[src/xdmpc_regs.svh]
// Purpose: Offsets, field positions, reset values and timing counts.
// Assumes: Included by the top module's file by bare name.
// Notes: Offsets are byte addresses in their own space.
`ifndef XDMPC_REGS_SVH
`define XDMPC_REGS_SVH
`define XDMPC_PWR_ADDR 8'h87
`define XDMPC_PWR_RESET 8'h00
`define XDMPC_PWR_BAUD_BIT 7
`define XDMPC_PWR_FLAG_HI 3
`define XDMPC_PWR_FLAG_LO 2
`define XDMPC_PWR_IDLE_BIT 0
`define XDMPC_SPACE_START 16'hfd80
`define XDMPC_BUF_END 16'hfeef
`define XDMPC_EP0_OUT_START 16'hfef0
`define XDMPC_EP0_IN_START 16'hfef8
`define XDMPC_SETUP_START 16'hff00
`define XDMPC_OUT_DESC_START 16'hff08
`define XDMPC_RSV1_START 16'hff20
`define XDMPC_IN_DESC_START 16'hff48
`define XDMPC_RSV2_START 16'hff60
`define XDMPC_RAM_END 16'hff7f
`define XDMPC_MMR_START 16'hff80
`define XDMPC_EP0_IN_CFG 16'hff80
`define XDMPC_EP0_IN_CNT 16'hff81
`define XDMPC_EP0_OUT_CFG 16'hff82
`define XDMPC_EP0_OUT_CNT 16'hff83
`define XDMPC_IRQ_DELAY 16'hff84
`define XDMPC_MCU_CFG 16'hff90
`define XDMPC_VEC_IRQ 16'hff92
`define XDMPC_WDOG 16'hff93
`define XDMPC_PULLUP0 16'hff94
`define XDMPC_PULLUP1 16'hff95
`define XDMPC_PULLUP2 16'hff96
`define XDMPC_PULLUP3 16'hff97
`define XDMPC_TW_STAT 16'hfff0
`define XDMPC_TW_DOUT 16'hfff1
`define XDMPC_TW_DIN 16'hfff2
`define XDMPC_TW_ADDR 16'hfff3
`define XDMPC_ID_STAT 16'hfff6
`define XDMPC_USB_CTL 16'hfffc
`define XDMPC_USB_MASK 16'hfffd
`define XDMPC_USB_STAT 16'hfffe
`define XDMPC_FUNC_ADDR 16'hffff
`define XDMPC_CLK_MHZ 25
`define XDMPC_WAKE_HOLD_US 400
`define XDMPC_WAKE_HOLD_CYC (`XDMPC_WAKE_HOLD_US * `XDMPC_CLK_MHZ)
`endif

[src/xdmpc_pkg.sv]
// Purpose: Types shared by the power-control and data-map design.
// Assumes: Constants live in xdmpc_regs.svh.
// Notes: State of the top and RAM modules is one packed struct each.
package xdmpc_pkg;
    typedef enum logic [3:0] {
        RG_NONE, RG_BUFFER, RG_EP0_OUT, RG_EP0_IN, RG_SETUP,
        RG_OUT_DESC, RG_IN_DESC, RG_DESC_RSV, RG_MMR
    } xdmpc_region_type;
    typedef enum logic [4:0] {
        MR_NONE, MR_EP0_IN_CFG, MR_EP0_IN_CNT, MR_EP0_OUT_CFG, MR_EP0_OUT_CNT,
        MR_IRQ_DELAY, MR_MCU_CFG, MR_VEC_IRQ, MR_WDOG, MR_PULLUP0, MR_PULLUP1,
        MR_PULLUP2, MR_PULLUP3, MR_TW_STAT, MR_TW_DOUT, MR_TW_DIN, MR_TW_ADDR,
        MR_ID_STAT, MR_USB_CTL, MR_USB_MASK, MR_USB_STAT, MR_FUNC_ADDR
    } xdmpc_mmr_type;
    typedef enum logic [2:0] {
        WK_AWAKE = 3'b001,
        WK_IDLE = 3'b010,
        WK_HOLD = 3'b100
    } xdmpc_wake_type;
    typedef struct packed {
        xdmpc_wake_type wk_state;
        logic [15:0] hold_cnt;
        logic idle;
        logic baud;
        logic [1:0] flags;
        logic wake_irq;
        logic [2:0] pin_sync;
        logic pin_lvl;
        logic [7:0][2:0] p2_sync;
        logic [7:0] p2_lvl;
        logic xd_rvalid;
        logic rd_from_ram;
        logic [7:0] mmr_rdata;
        logic sfr_rvalid;
        logic [7:0] sfr_rdata;
    } xdmpc_state_type;
    typedef struct packed {
        logic [511:0][7:0] mem;
        logic [7:0] rd_data;
    } xdmpc_ram_state_type;
endpackage

[src/xdmpc_ram_if.sv]
// Purpose: Port bundle between the decoder and the buffer RAM.
// Assumes: One clock, owned by the modules.
// Notes: Read data come from a register one cycle after rd_en.
`timescale 1ns/1ps
interface xdmpc_ram_if;
    logic [8:0] addr;
    logic wr_en;
    logic rd_en;
    logic [7:0] wr_data;
    logic [7:0] rd_data;
    modport mem (input addr, input wr_en, input rd_en, input wr_data, output rd_data);
    modport user (output addr, output wr_en, output rd_en, output wr_data, input rd_data);
endinterface

[src/xdmpc_top.sv]
// Purpose: Power control register, idle/wake logic and on-chip data-space decode.
// Assumes: MCU core on the same clock; register contents in the window live outside.
// Notes: Read data appear one cycle after a read strobe, with a valid pulse.
`timescale 1ns/1ps
`include "xdmpc_regs.svh"
module xdmpc_top
    import xdmpc_pkg::*;
#(
    parameter logic [15:0] WAKE_HOLD_CYCLES = 16'(`XDMPC_WAKE_HOLD_CYC)
) (
    input wire logic clk,
    input wire logic reset_n,
    input wire logic [7:0] sfr_addr,
    input wire logic sfr_wr,
    input wire logic sfr_rd,
    input wire logic [7:0] sfr_wdata,
    output logic [7:0] sfr_rdata,
    output logic sfr_rvalid,
    output logic sfr_hit,
    input wire logic [15:0] xd_addr,
    input wire logic xd_wr,
    input wire logic xd_rd,
    input wire logic [7:0] xd_wdata,
    output logic [7:0] xd_rdata,
    output logic xd_rvalid,
    output logic xd_onchip,
    output xdmpc_region_type xd_region,
    output xdmpc_mmr_type mmr_sel,
    output logic mmr_wr,
    output logic mmr_rd,
    output logic [7:0] mmr_wdata,
    input wire logic [7:0] mmr_rdata,
    input wire logic ext_wake_pin,
    input wire logic [7:0] port2_in,
    input wire logic wake_from_port2,
    output logic idle_request_bit,
    output logic ram_low_power,
    output logic osc_stop,
    output logic pll_stop,
    output logic watchdog_suspend,
    output logic core_irq_block,
    output logic wake_irq,
    output logic baud_doubler_bit,
    output logic [1:0] general_flag_bits
);
    logic [1:0] rst_sync_q;
    logic rst_n;
    xdmpc_state_type st_q;
    xdmpc_state_type st_d;
    xdmpc_ram_if ram ();
    xdmpc_region_type region;
    xdmpc_mmr_type mmr_reg;
    logic ram_acc;
    logic wake_asserted;
    logic pwr_wr;
    logic idle_set;
    logic [7:0] pwr_value;

    // External data space from XDMPC_SPACE_START up split into on-chip regions; lower addresses stay RG_NONE
    function automatic xdmpc_region_type xdmpc_decode_region(input logic [15:0] a);
        xdmpc_region_type r;
        r = RG_NONE;
        if (a >= `XDMPC_MMR_START) begin
            r = RG_MMR;
        end else if (a >= `XDMPC_RSV2_START) begin
            r = RG_DESC_RSV;
        end else if (a >= `XDMPC_IN_DESC_START) begin
            r = RG_IN_DESC;
        end else if (a >= `XDMPC_RSV1_START) begin
            r = RG_DESC_RSV;
        end else if (a >= `XDMPC_OUT_DESC_START) begin
            r = RG_OUT_DESC;
        end else if (a >= `XDMPC_SETUP_START) begin
            r = RG_SETUP;
        end else if (a >= `XDMPC_EP0_IN_START) begin
            r = RG_EP0_IN;
        end else if (a >= `XDMPC_EP0_OUT_START) begin
            r = RG_EP0_OUT;
        end else if (a >= `XDMPC_SPACE_START) begin
            r = RG_BUFFER;
        end
        return r;
    endfunction

    // Register window decode; anything unlisted stays MR_NONE
    function automatic xdmpc_mmr_type xdmpc_decode_mmr(input logic [15:0] a);
        xdmpc_mmr_type m;
        m = MR_NONE;
        case (a)
            `XDMPC_EP0_IN_CFG: m = MR_EP0_IN_CFG;
            `XDMPC_EP0_IN_CNT: m = MR_EP0_IN_CNT;
            `XDMPC_EP0_OUT_CFG: m = MR_EP0_OUT_CFG;
            `XDMPC_EP0_OUT_CNT: m = MR_EP0_OUT_CNT;
            `XDMPC_IRQ_DELAY: m = MR_IRQ_DELAY;
            `XDMPC_MCU_CFG: m = MR_MCU_CFG;
            `XDMPC_VEC_IRQ: m = MR_VEC_IRQ;
            `XDMPC_WDOG: m = MR_WDOG;
            `XDMPC_PULLUP0: m = MR_PULLUP0;
            `XDMPC_PULLUP1: m = MR_PULLUP1;
            `XDMPC_PULLUP2: m = MR_PULLUP2;
            `XDMPC_PULLUP3: m = MR_PULLUP3;
            `XDMPC_TW_STAT: m = MR_TW_STAT;
            `XDMPC_TW_DOUT: m = MR_TW_DOUT;
            `XDMPC_TW_DIN: m = MR_TW_DIN;
            `XDMPC_TW_ADDR: m = MR_TW_ADDR;
            `XDMPC_ID_STAT: m = MR_ID_STAT;
            `XDMPC_USB_CTL: m = MR_USB_CTL;
            `XDMPC_USB_MASK: m = MR_USB_MASK;
            `XDMPC_USB_STAT: m = MR_USB_STAT;
            `XDMPC_FUNC_ADDR: m = MR_FUNC_ADDR;
            default: m = MR_NONE;
        endcase
        return m;
    endfunction

    // Reset is released in step with the clock
    always_ff @(posedge clk or negedge reset_n) begin
        if (!reset_n) begin
            rst_sync_q <= 2'h0;
        end else begin
            rst_sync_q <= {rst_sync_q[0], 1'b1};
        end
    end
    assign rst_n = rst_sync_q[1];

    xdmpc_ram u_ram (
        .clk(clk),
        .rst_n(rst_n),
        .port(ram.mem)
    );

    always_comb begin
        region = xdmpc_decode_region(xd_addr);
        mmr_reg = MR_NONE;
        if (region == RG_MMR) begin
            mmr_reg = xdmpc_decode_mmr(xd_addr);
        end
        // Reserved descriptor gaps are not backed by RAM accesses
        ram_acc = (region != RG_NONE) && (region != RG_MMR) && (region != RG_DESC_RSV);
        wake_asserted = wake_from_port2 ? (|st_q.p2_lvl) : st_q.pin_lvl;
        pwr_wr = sfr_wr && (sfr_addr == `XDMPC_PWR_ADDR);
        idle_set = pwr_wr && sfr_wdata[`XDMPC_PWR_IDLE_BIT];
        pwr_value = `XDMPC_PWR_RESET;
        pwr_value[`XDMPC_PWR_BAUD_BIT] = st_q.baud;
        pwr_value[`XDMPC_PWR_FLAG_HI:`XDMPC_PWR_FLAG_LO] = st_q.flags;
        pwr_value[`XDMPC_PWR_IDLE_BIT] = st_q.idle;
    end

    // RAM port: address offset from start of on-chip space
    always_comb begin
        ram.addr = 9'(xd_addr - `XDMPC_SPACE_START);
        ram.wr_en = xd_wr && ram_acc && !st_q.idle;
        ram.rd_en = xd_rd && ram_acc && !st_q.idle;
        ram.wr_data = xd_wdata;
    end

    always_comb begin
        st_d = st_q;
        st_d.wake_irq = 1'b0;
        st_d.xd_rvalid = 1'b0;
        st_d.sfr_rvalid = 1'b0;

        // Three-stage capture; level moves once stages two and three agree
        st_d.pin_sync = {st_q.pin_sync[1:0], ext_wake_pin};
        if (st_q.pin_sync[1] == st_q.pin_sync[2]) begin
            st_d.pin_lvl = st_q.pin_sync[2];
        end
        for (int i = 0; i < 8; i++) begin
            st_d.p2_sync[i] = {st_q.p2_sync[i][1:0], port2_in[i]};
            if (st_q.p2_sync[i][1] == st_q.p2_sync[i][2]) begin
                st_d.p2_lvl[i] = st_q.p2_sync[i][2];
            end
        end

        // Plain storage bits of the power register; reserved bits dropped
        if (pwr_wr) begin
            st_d.baud = sfr_wdata[`XDMPC_PWR_BAUD_BIT];
            st_d.flags = sfr_wdata[`XDMPC_PWR_FLAG_HI:`XDMPC_PWR_FLAG_LO];
        end

        // Idle and wake sequencing
        case (st_q.wk_state)
            WK_AWAKE: begin
                st_d.hold_cnt = 16'h0000;
                if (idle_set) begin
                    st_d.wk_state = WK_IDLE;
                end
            end
            WK_IDLE: begin
                if (wake_asserted) begin
                    st_d.wk_state = WK_HOLD;
                    st_d.hold_cnt = 16'h0001;
                end
            end
            WK_HOLD: begin
                if (!wake_asserted) begin
                    // Any gap restarts the hold measurement
                    st_d.wk_state = WK_IDLE;
                    st_d.hold_cnt = 16'h0000;
                end else if (st_q.hold_cnt >= WAKE_HOLD_CYCLES - 16'h0001) begin
                    st_d.wk_state = idle_set ? WK_IDLE : WK_AWAKE;
                    st_d.hold_cnt = 16'h0000;
                    st_d.wake_irq = 1'b1;
                end else begin
                    st_d.hold_cnt = st_q.hold_cnt + 16'h0001;
                end
            end
            default: begin
                st_d.wk_state = WK_AWAKE;
                st_d.hold_cnt = 16'h0000;
            end
        endcase
        st_d.idle = (st_d.wk_state != WK_AWAKE);

        // Special-function read of the power register
        if (sfr_rd) begin
            st_d.sfr_rvalid = 1'b1;
            st_d.sfr_rdata = (sfr_addr == `XDMPC_PWR_ADDR) ? pwr_value : 8'h00;
        end

        // Data-space read: RAM, listed register or zero
        if (xd_rd) begin
            st_d.xd_rvalid = 1'b1;
            st_d.rd_from_ram = ram_acc && !st_q.idle;
            st_d.mmr_rdata = (mmr_reg != MR_NONE) ? mmr_rdata : 8'h00;
        end
    end

    always_ff @(posedge clk or negedge rst_n) begin
        if (!rst_n) begin
            st_q <= '0;
            st_q.wk_state <= WK_AWAKE;
        end else begin
            st_q <= st_d;
        end
    end

    assign sfr_rdata = st_q.sfr_rdata;
    assign sfr_rvalid = st_q.sfr_rvalid;
    assign sfr_hit = (sfr_addr == `XDMPC_PWR_ADDR);
    assign xd_rdata = st_q.rd_from_ram ? ram.rd_data : st_q.mmr_rdata;
    assign xd_rvalid = st_q.xd_rvalid;
    assign xd_onchip = (region != RG_NONE);
    assign xd_region = region;
    assign mmr_sel = mmr_reg;
    assign mmr_wr = xd_wr && (mmr_reg != MR_NONE);
    assign mmr_rd = xd_rd && (mmr_reg != MR_NONE);
    assign mmr_wdata = xd_wdata;
    assign idle_request_bit = st_q.idle;
    assign ram_low_power = st_q.idle;
    assign osc_stop = st_q.idle;
    assign pll_stop = st_q.idle;
    assign watchdog_suspend = st_q.idle;
    assign core_irq_block = st_q.idle;
    assign wake_irq = st_q.wake_irq;
    assign baud_doubler_bit = st_q.baud;
    assign general_flag_bits = st_q.flags;
endmodule

[src/xdmpc_ram.sv]
// Purpose: 512-byte buffer and descriptor RAM.
// Assumes: Synchronous write, registered read, read-before-write.
// Notes: Contents are not reset; only the read register is.
`timescale 1ns/1ps
module xdmpc_ram
    import xdmpc_pkg::*;
(
    input wire logic clk,
    input wire logic rst_n,
    xdmpc_ram_if.mem port
);
    xdmpc_ram_state_type st_q;
    xdmpc_ram_state_type st_d;

    always_comb begin
        st_d = st_q;
        if (port.rd_en) begin
            st_d.rd_data = st_q.mem[port.addr];
        end
        if (port.wr_en) begin
            st_d.mem[port.addr] = port.wr_data;
        end
    end

    always_ff @(posedge clk or negedge rst_n) begin
        if (!rst_n) begin
            st_q.rd_data <= 8'h00;
        end else begin
            st_q <= st_d;
        end
    end

    assign port.rd_data = st_q.rd_data;
endmodule

[config.mk]
export PLATFORM = sky130hd
export DESIGN_NAME = xdmpc_top
export DESIGN_NICKNAME = d
export VERILOG_FILES = /design/src/xdmpc_pkg.sv /design/src/xdmpc_ram_if.sv /design/src/xdmpc_top.sv /design/src/xdmpc_ram.sv
export VERILOG_INCLUDE_DIRS = /design/src
export SDC_FILE = /design/constraint.sdc
export NUM_CORES = 2
export LEC_CHECK = 0
export ABC_AREA = 1
export BUFFER_PORTS_ARGS = -buffer_cell sky130_fd_sc_hd__clkbuf_2
export CAP_MARGIN = 20
export CELL_PAD_IN_SITES_DETAIL_PLACEMENT = 0
export CELL_PAD_IN_SITES_GLOBAL_PLACEMENT = 1
export CORE_ASPECT_RATIO = 0.8
export CORE_MARGIN = 2
export CORE_UTILIZATION = 25
export DETAILED_ROUTE_END_ITERATION = 8
export PLACE_DENSITY_LB_ADDON = 0.1
export SETUP_SLACK_MARGIN = 0.1
export SYNTH_ARGS = -nofsm -noshare
export SYNTH_HDL_FRONTEND = slang
export SYNTH_SLANG_ARGS = --single-unit
[constraint.sdc]
create_clock -name clk -period 4.45 [get_ports clk]
set_clock_uncertainty 0.15 [all_clocks]
set_input_delay 0.89 -clock clk [delete_from_list [all_inputs] [get_ports clk]]
set_output_delay 0.89 -clock clk [all_outputs]
set_load 0.03 [all_outputs]
==> metrics.md <==
| Metric | Value |
|---|---|
| Maximum buffer depth of the clock tree | `4` |
| RSZ-0062 raised after global routing | `false` |
| Final critical path time including I/O delays and setup | `4.20 ns` |
| Total of endpoints with negative setup slack in the final report | `0` |
| Number of global-route vias before repair | `108000` |
| Max Fanout on Critical Path | `3` |
| Num CTS Buffers | `roughly 460` |
| Placed cell count | `roughly 24000` |
| Worst Tran Pin Value | `around 1.1 ns` |
| Fraction of synthesized cell area taken by the top area cell type | `0.740` |
| Relative slew slack | `0.285` |
| Port buffer count | `104` |
| Number of standard cells in the final layout excluding fillers | `about 25000` |
| Count of vias placed by the detailed router | `108000` |
| Class of the tightest hold or removal check | `register to asynchronous set/reset pin` |
| Instance area after placement | `0.188 mm^2` |
| CTS tree | `built` |
| Post-route design area | `0.203 mm^2` |
| Global-route wire length before repair | `876000 um` |
| GP Congestion | `0.764` |
| Standard cell core area | `0.662 mm^2` |
| All-Layer GR Usage | `0.182` |
| Seq/Total Area, Yosys | `0.752` |
| Post-synth design cell area | `approximately 0.17 mm^2` |
| Number of design-rule violations left by the first detailed-router iteration | `a little under 9000` |
| DRC violations left | `0` |
| IR Drop Worst-Case VDD | `0.309 mV` |
| Post-route fraction of the period consumed by the critical path | `0.943` |
| Seq cells post-synth | `around 4200` |
| Clock insertion delay at the later pin of the skew report | `approximately 1.0 ns` |
| Number of sinks driven by the clock tree | `4181` |
| Critical Path Sink Type | `output pin` |
| Synthesis Warnings | `0` |
| Data arrival time of the worst path | `3.16 ns` |
| Critical Path RT | `3.41 ns` |
| Die ar. | `around 0.67 mm^2` |
| Main area contributors after synthesis | `sky130_fd_sc_hd__edfxtp_1 (74%), sky130_fd_sc_hd__nand2_1 (15%), sky130_fd_sc_hd__nor2_1 (2.3%)` |
| Floorplan die height | `about 730 um` |
| Number of enable-type register cells in the synthesized netlist | `about 4100` |
| Clock transition at the registers of the reported paths | `0.06 ns` |
| Row count | `267` |
| Count of different cell masters after synthesis | `45` |
| Result of the run | `finished clean` |
| Count of antenna-violating nets left after detailed routing | `0` |
| Gate count of the mapped netlist | `14200` |
| Layout-stage area growth over the synthesis result | `21.9%` |
| H-tree lvl count | `5` |
| Share of synthesized registers carrying an async set or reset | `0.0203` |
| Primary flip-flop cell chosen by synthesis mapping | `sky130_fd_sc_hd__edfxtp_1` |
| Initial Utilization | `0.251` |
| Width of the die | `916 um` |
| Count of final hold-check violations | `0` |
| Sum of negative setup slack | `0 ns` |
| Cell type contributing the most total cell area after synthesis | `sky130_fd_sc_hd__edfxtp_1` |
| Layout cells sized above 1 | `0.136` |
| Remaining global-route overflow | `0` |
| I/O pins | `around 110` |
| Average cell area after synthesis | `around 12 um^2` |
| Master cell of the clock root buffer | `sky130_fd_sc_hd__clkbuf_16` |
| Maximum number of pins on one net before global-route repair | `133` |
| Total routed wirelength | `approximately 630000 um` |
| Number of max-slew violations in the final report | `0` |
| Startpoint Class | `input port` |
| Max cap viols | `0` |
| Leak Pwr | `between 70 and 80 nW` |
| P per Cell Area | `between 400 and 500 mW/mm^2` |
| Final net count | `15400` |
| Routed length per placed instance | `25.4 um` |
| Count of TritonRoute iterations in the first routing pass | `6` |
| HPWL after detailed placement | `388000 um` |
| Type of the setup path with the least slack | `input port to output pin` |
| Antenna violations before repair | `81` |
| Vias per Instance | `4.39` |
| Fmax | `0.238 GHz` |
synthesized netlist by cell type (3+ instances only):
cell type                  number
sky130_fd_sc_hd__a21oi_1      158
sky130_fd_sc_hd__a22oi_1      302
sky130_fd_sc_hd__buf_1         54
sky130_fd_sc_hd__buf_2        176
sky130_fd_sc_hd__buf_4         23
sky130_fd_sc_hd__buf_6          6
sky130_fd_sc_hd__clkbuf_1     525
sky130_fd_sc_hd__clkinv_1       4
sky130_fd_sc_hd__dfrtp_1       84
sky130_fd_sc_hd__edfxtp_1    4096
sky130_fd_sc_hd__ha_1           5
sky130_fd_sc_hd__inv_1         84
sky130_fd_sc_hd__inv_2          7
sky130_fd_sc_hd__maj3_1         9
sky130_fd_sc_hd__mux2_2         3
sky130_fd_sc_hd__nand2_1     6594
sky130_fd_sc_hd__nand2_2        8
sky130_fd_sc_hd__nand3_1      297
sky130_fd_sc_hd__nand3_4        3
sky130_fd_sc_hd__nand4_1      379
sky130_fd_sc_hd__nor2_1      1034
sky130_fd_sc_hd__nor2_2         3
sky130_fd_sc_hd__nor3_1        17
sky130_fd_sc_hd__o21ai_0      254
sky130_fd_sc_hd__o21ai_1        8
sky130_fd_sc_hd__o22ai_1        3
sky130_fd_sc_hd__xor2_1         6
cell type report:
cell class	count	area [um^2]
flip-flops and latches	4181	125000
repair buffers	1487	13800
inverters	95	394
clock inverters	290	2530
diodes	11	27.5
clock buffers	560	12000
multi-input cells	9108	37800
well taps	8877	11100
fillers	67800	459000
critical path, cell delays in order:
cell	delay [ns]
sky130_fd_sc_hd__clkbuf_2	0.22
sky130_fd_sc_hd__buf_4	0.21
sky130_fd_sc_hd__nand2_1	0.18
sky130_fd_sc_hd__inv_8	0.04
sky130_fd_sc_hd__nor3_1	0.32
sky130_fd_sc_hd__o221ai_1	0.16
sky130_fd_sc_hd__nor2_1	0.36
sky130_fd_sc_hd__nand2_2	0.17
sky130_fd_sc_hd__buf_12	0.16
sky130_fd_sc_hd__o21a_4	0.13
sky130_fd_sc_hd__buf_12	0.12
sky130_fd_sc_hd__clkbuf_4	0.17
path summary, 6_finish.rpt:
path / slack [ns] / endpoint / depth (start not counted) / startpoint
worst max-delay path: 0.25 / mmr_sel[0] / 12 / xd_addr[2]
worst min-delay path: 0.13 / st_q[68] / 0 / rst_sync_q[1]
worst max register to register: 1.13 / u_ram.st_q[1953] / 10 / core_irq_block
worst min register to register: 0.13 / st_q[68] / 0 / rst_sync_q[1]
max in group asynchronous: 2.85 / st_q[23] / 1 / rst_sync_q[1]
min in group clk: 0.13 / st_q[76] / 4 / sfr_wdata[0]
where the power goes:
group / total (W) / internal, W / switching [W]
clock: 0.0380 / 0.0214 / 0.0166
sequential: 0.0433 / 0.0432 / 0.0000436
combinational: 0.00530 / 0.00129 / 0.00401
total: 0.0866 / 0.0660 / 0.0206
stage by stage:
stage	setup WS, ns	total power, W	hold WS [ns]	util
after floorplan	0.434	0.0462	0.181	-
after global placement	-0.560	0.0496	0.166	0.284
after detailed placement	-0.547	0.0495	0.152	0.284
after CTS	0.138	0.0879	0.00484	0.306
after global routing	0.109	0.0896	0.0708	0.306
final	0.255	0.0866	0.130	0.306
repair_timing:
item | in CTS | in global routing
hold buffers | 35 | 0
resized for setup | 12 | 10
pin swaps | 2 | 3
endpoints found under the setup margin | 9 | 6
setup buffers | 0 | 2
hold endpoints to repair | 28 | 0
routing by layer:
metal  vias to the layer above  wire length [um]  track usage
met1                     54500            312000        0.277
met2                      2043            278000        0.284
met4                         2             10400       0.0305
met3                       587             25100       0.0187
li1                      50900                 -            -
met5                         -                20            0
flip-flops by register name, summed over array words and instances, names as in the netlist:
register,count
baud_doubler_bit,1
sfr_rvalid,1
wake_irq,1
st_q,46
st_d,18
sfr_rdata,4
xd_rvalid,1
u_ram.st_q,4096
u_ram.port.rd_data,8
core_irq_block,1
rst_sync_q,2
general_flag_bits,2
cell families (layout without fill, tap and decap cells):
group           after synthesis  in the layout  synth area share
mux                           3              3          0.000203
compound gates              737            737            0.0270
xor+xnor                      6              6          0.000316
fa+ha+maj                    14             14          0.000918
simple gates               8343           8343             0.197
other cells                   2             16         0.0000452
flops                      4181           4181             0.752
buf+inv                     880           2432            0.0220
cell usage in the layout (no fill, tap or decap), drive strengths merged, types with 6 or more instances in the layout:
master | synthesis | layout
a21oi | 158 | 158
o21ai | 262 | 262
edfxtp | 4096 | 4096
buf | 260 | 1359
maj3 | 9 | 9
nand4 | 379 | 379
dfrtp | 84 | 84
clkbuf | 525 | 653
nand3 | 300 | 300
diode | 0 | 11
inv | 91 | 106
bufinv | 0 | 40
clkinvlp | 0 | 12
clkinv | 4 | 227
nor3 | 17 | 17
dlygate4sd3 | 0 | 35
nand2 | 6602 | 6602
a22oi | 302 | 302
nor2 | 1039 | 1039
xor2 | 6 | 6
(Power assumes the default switching activity.)
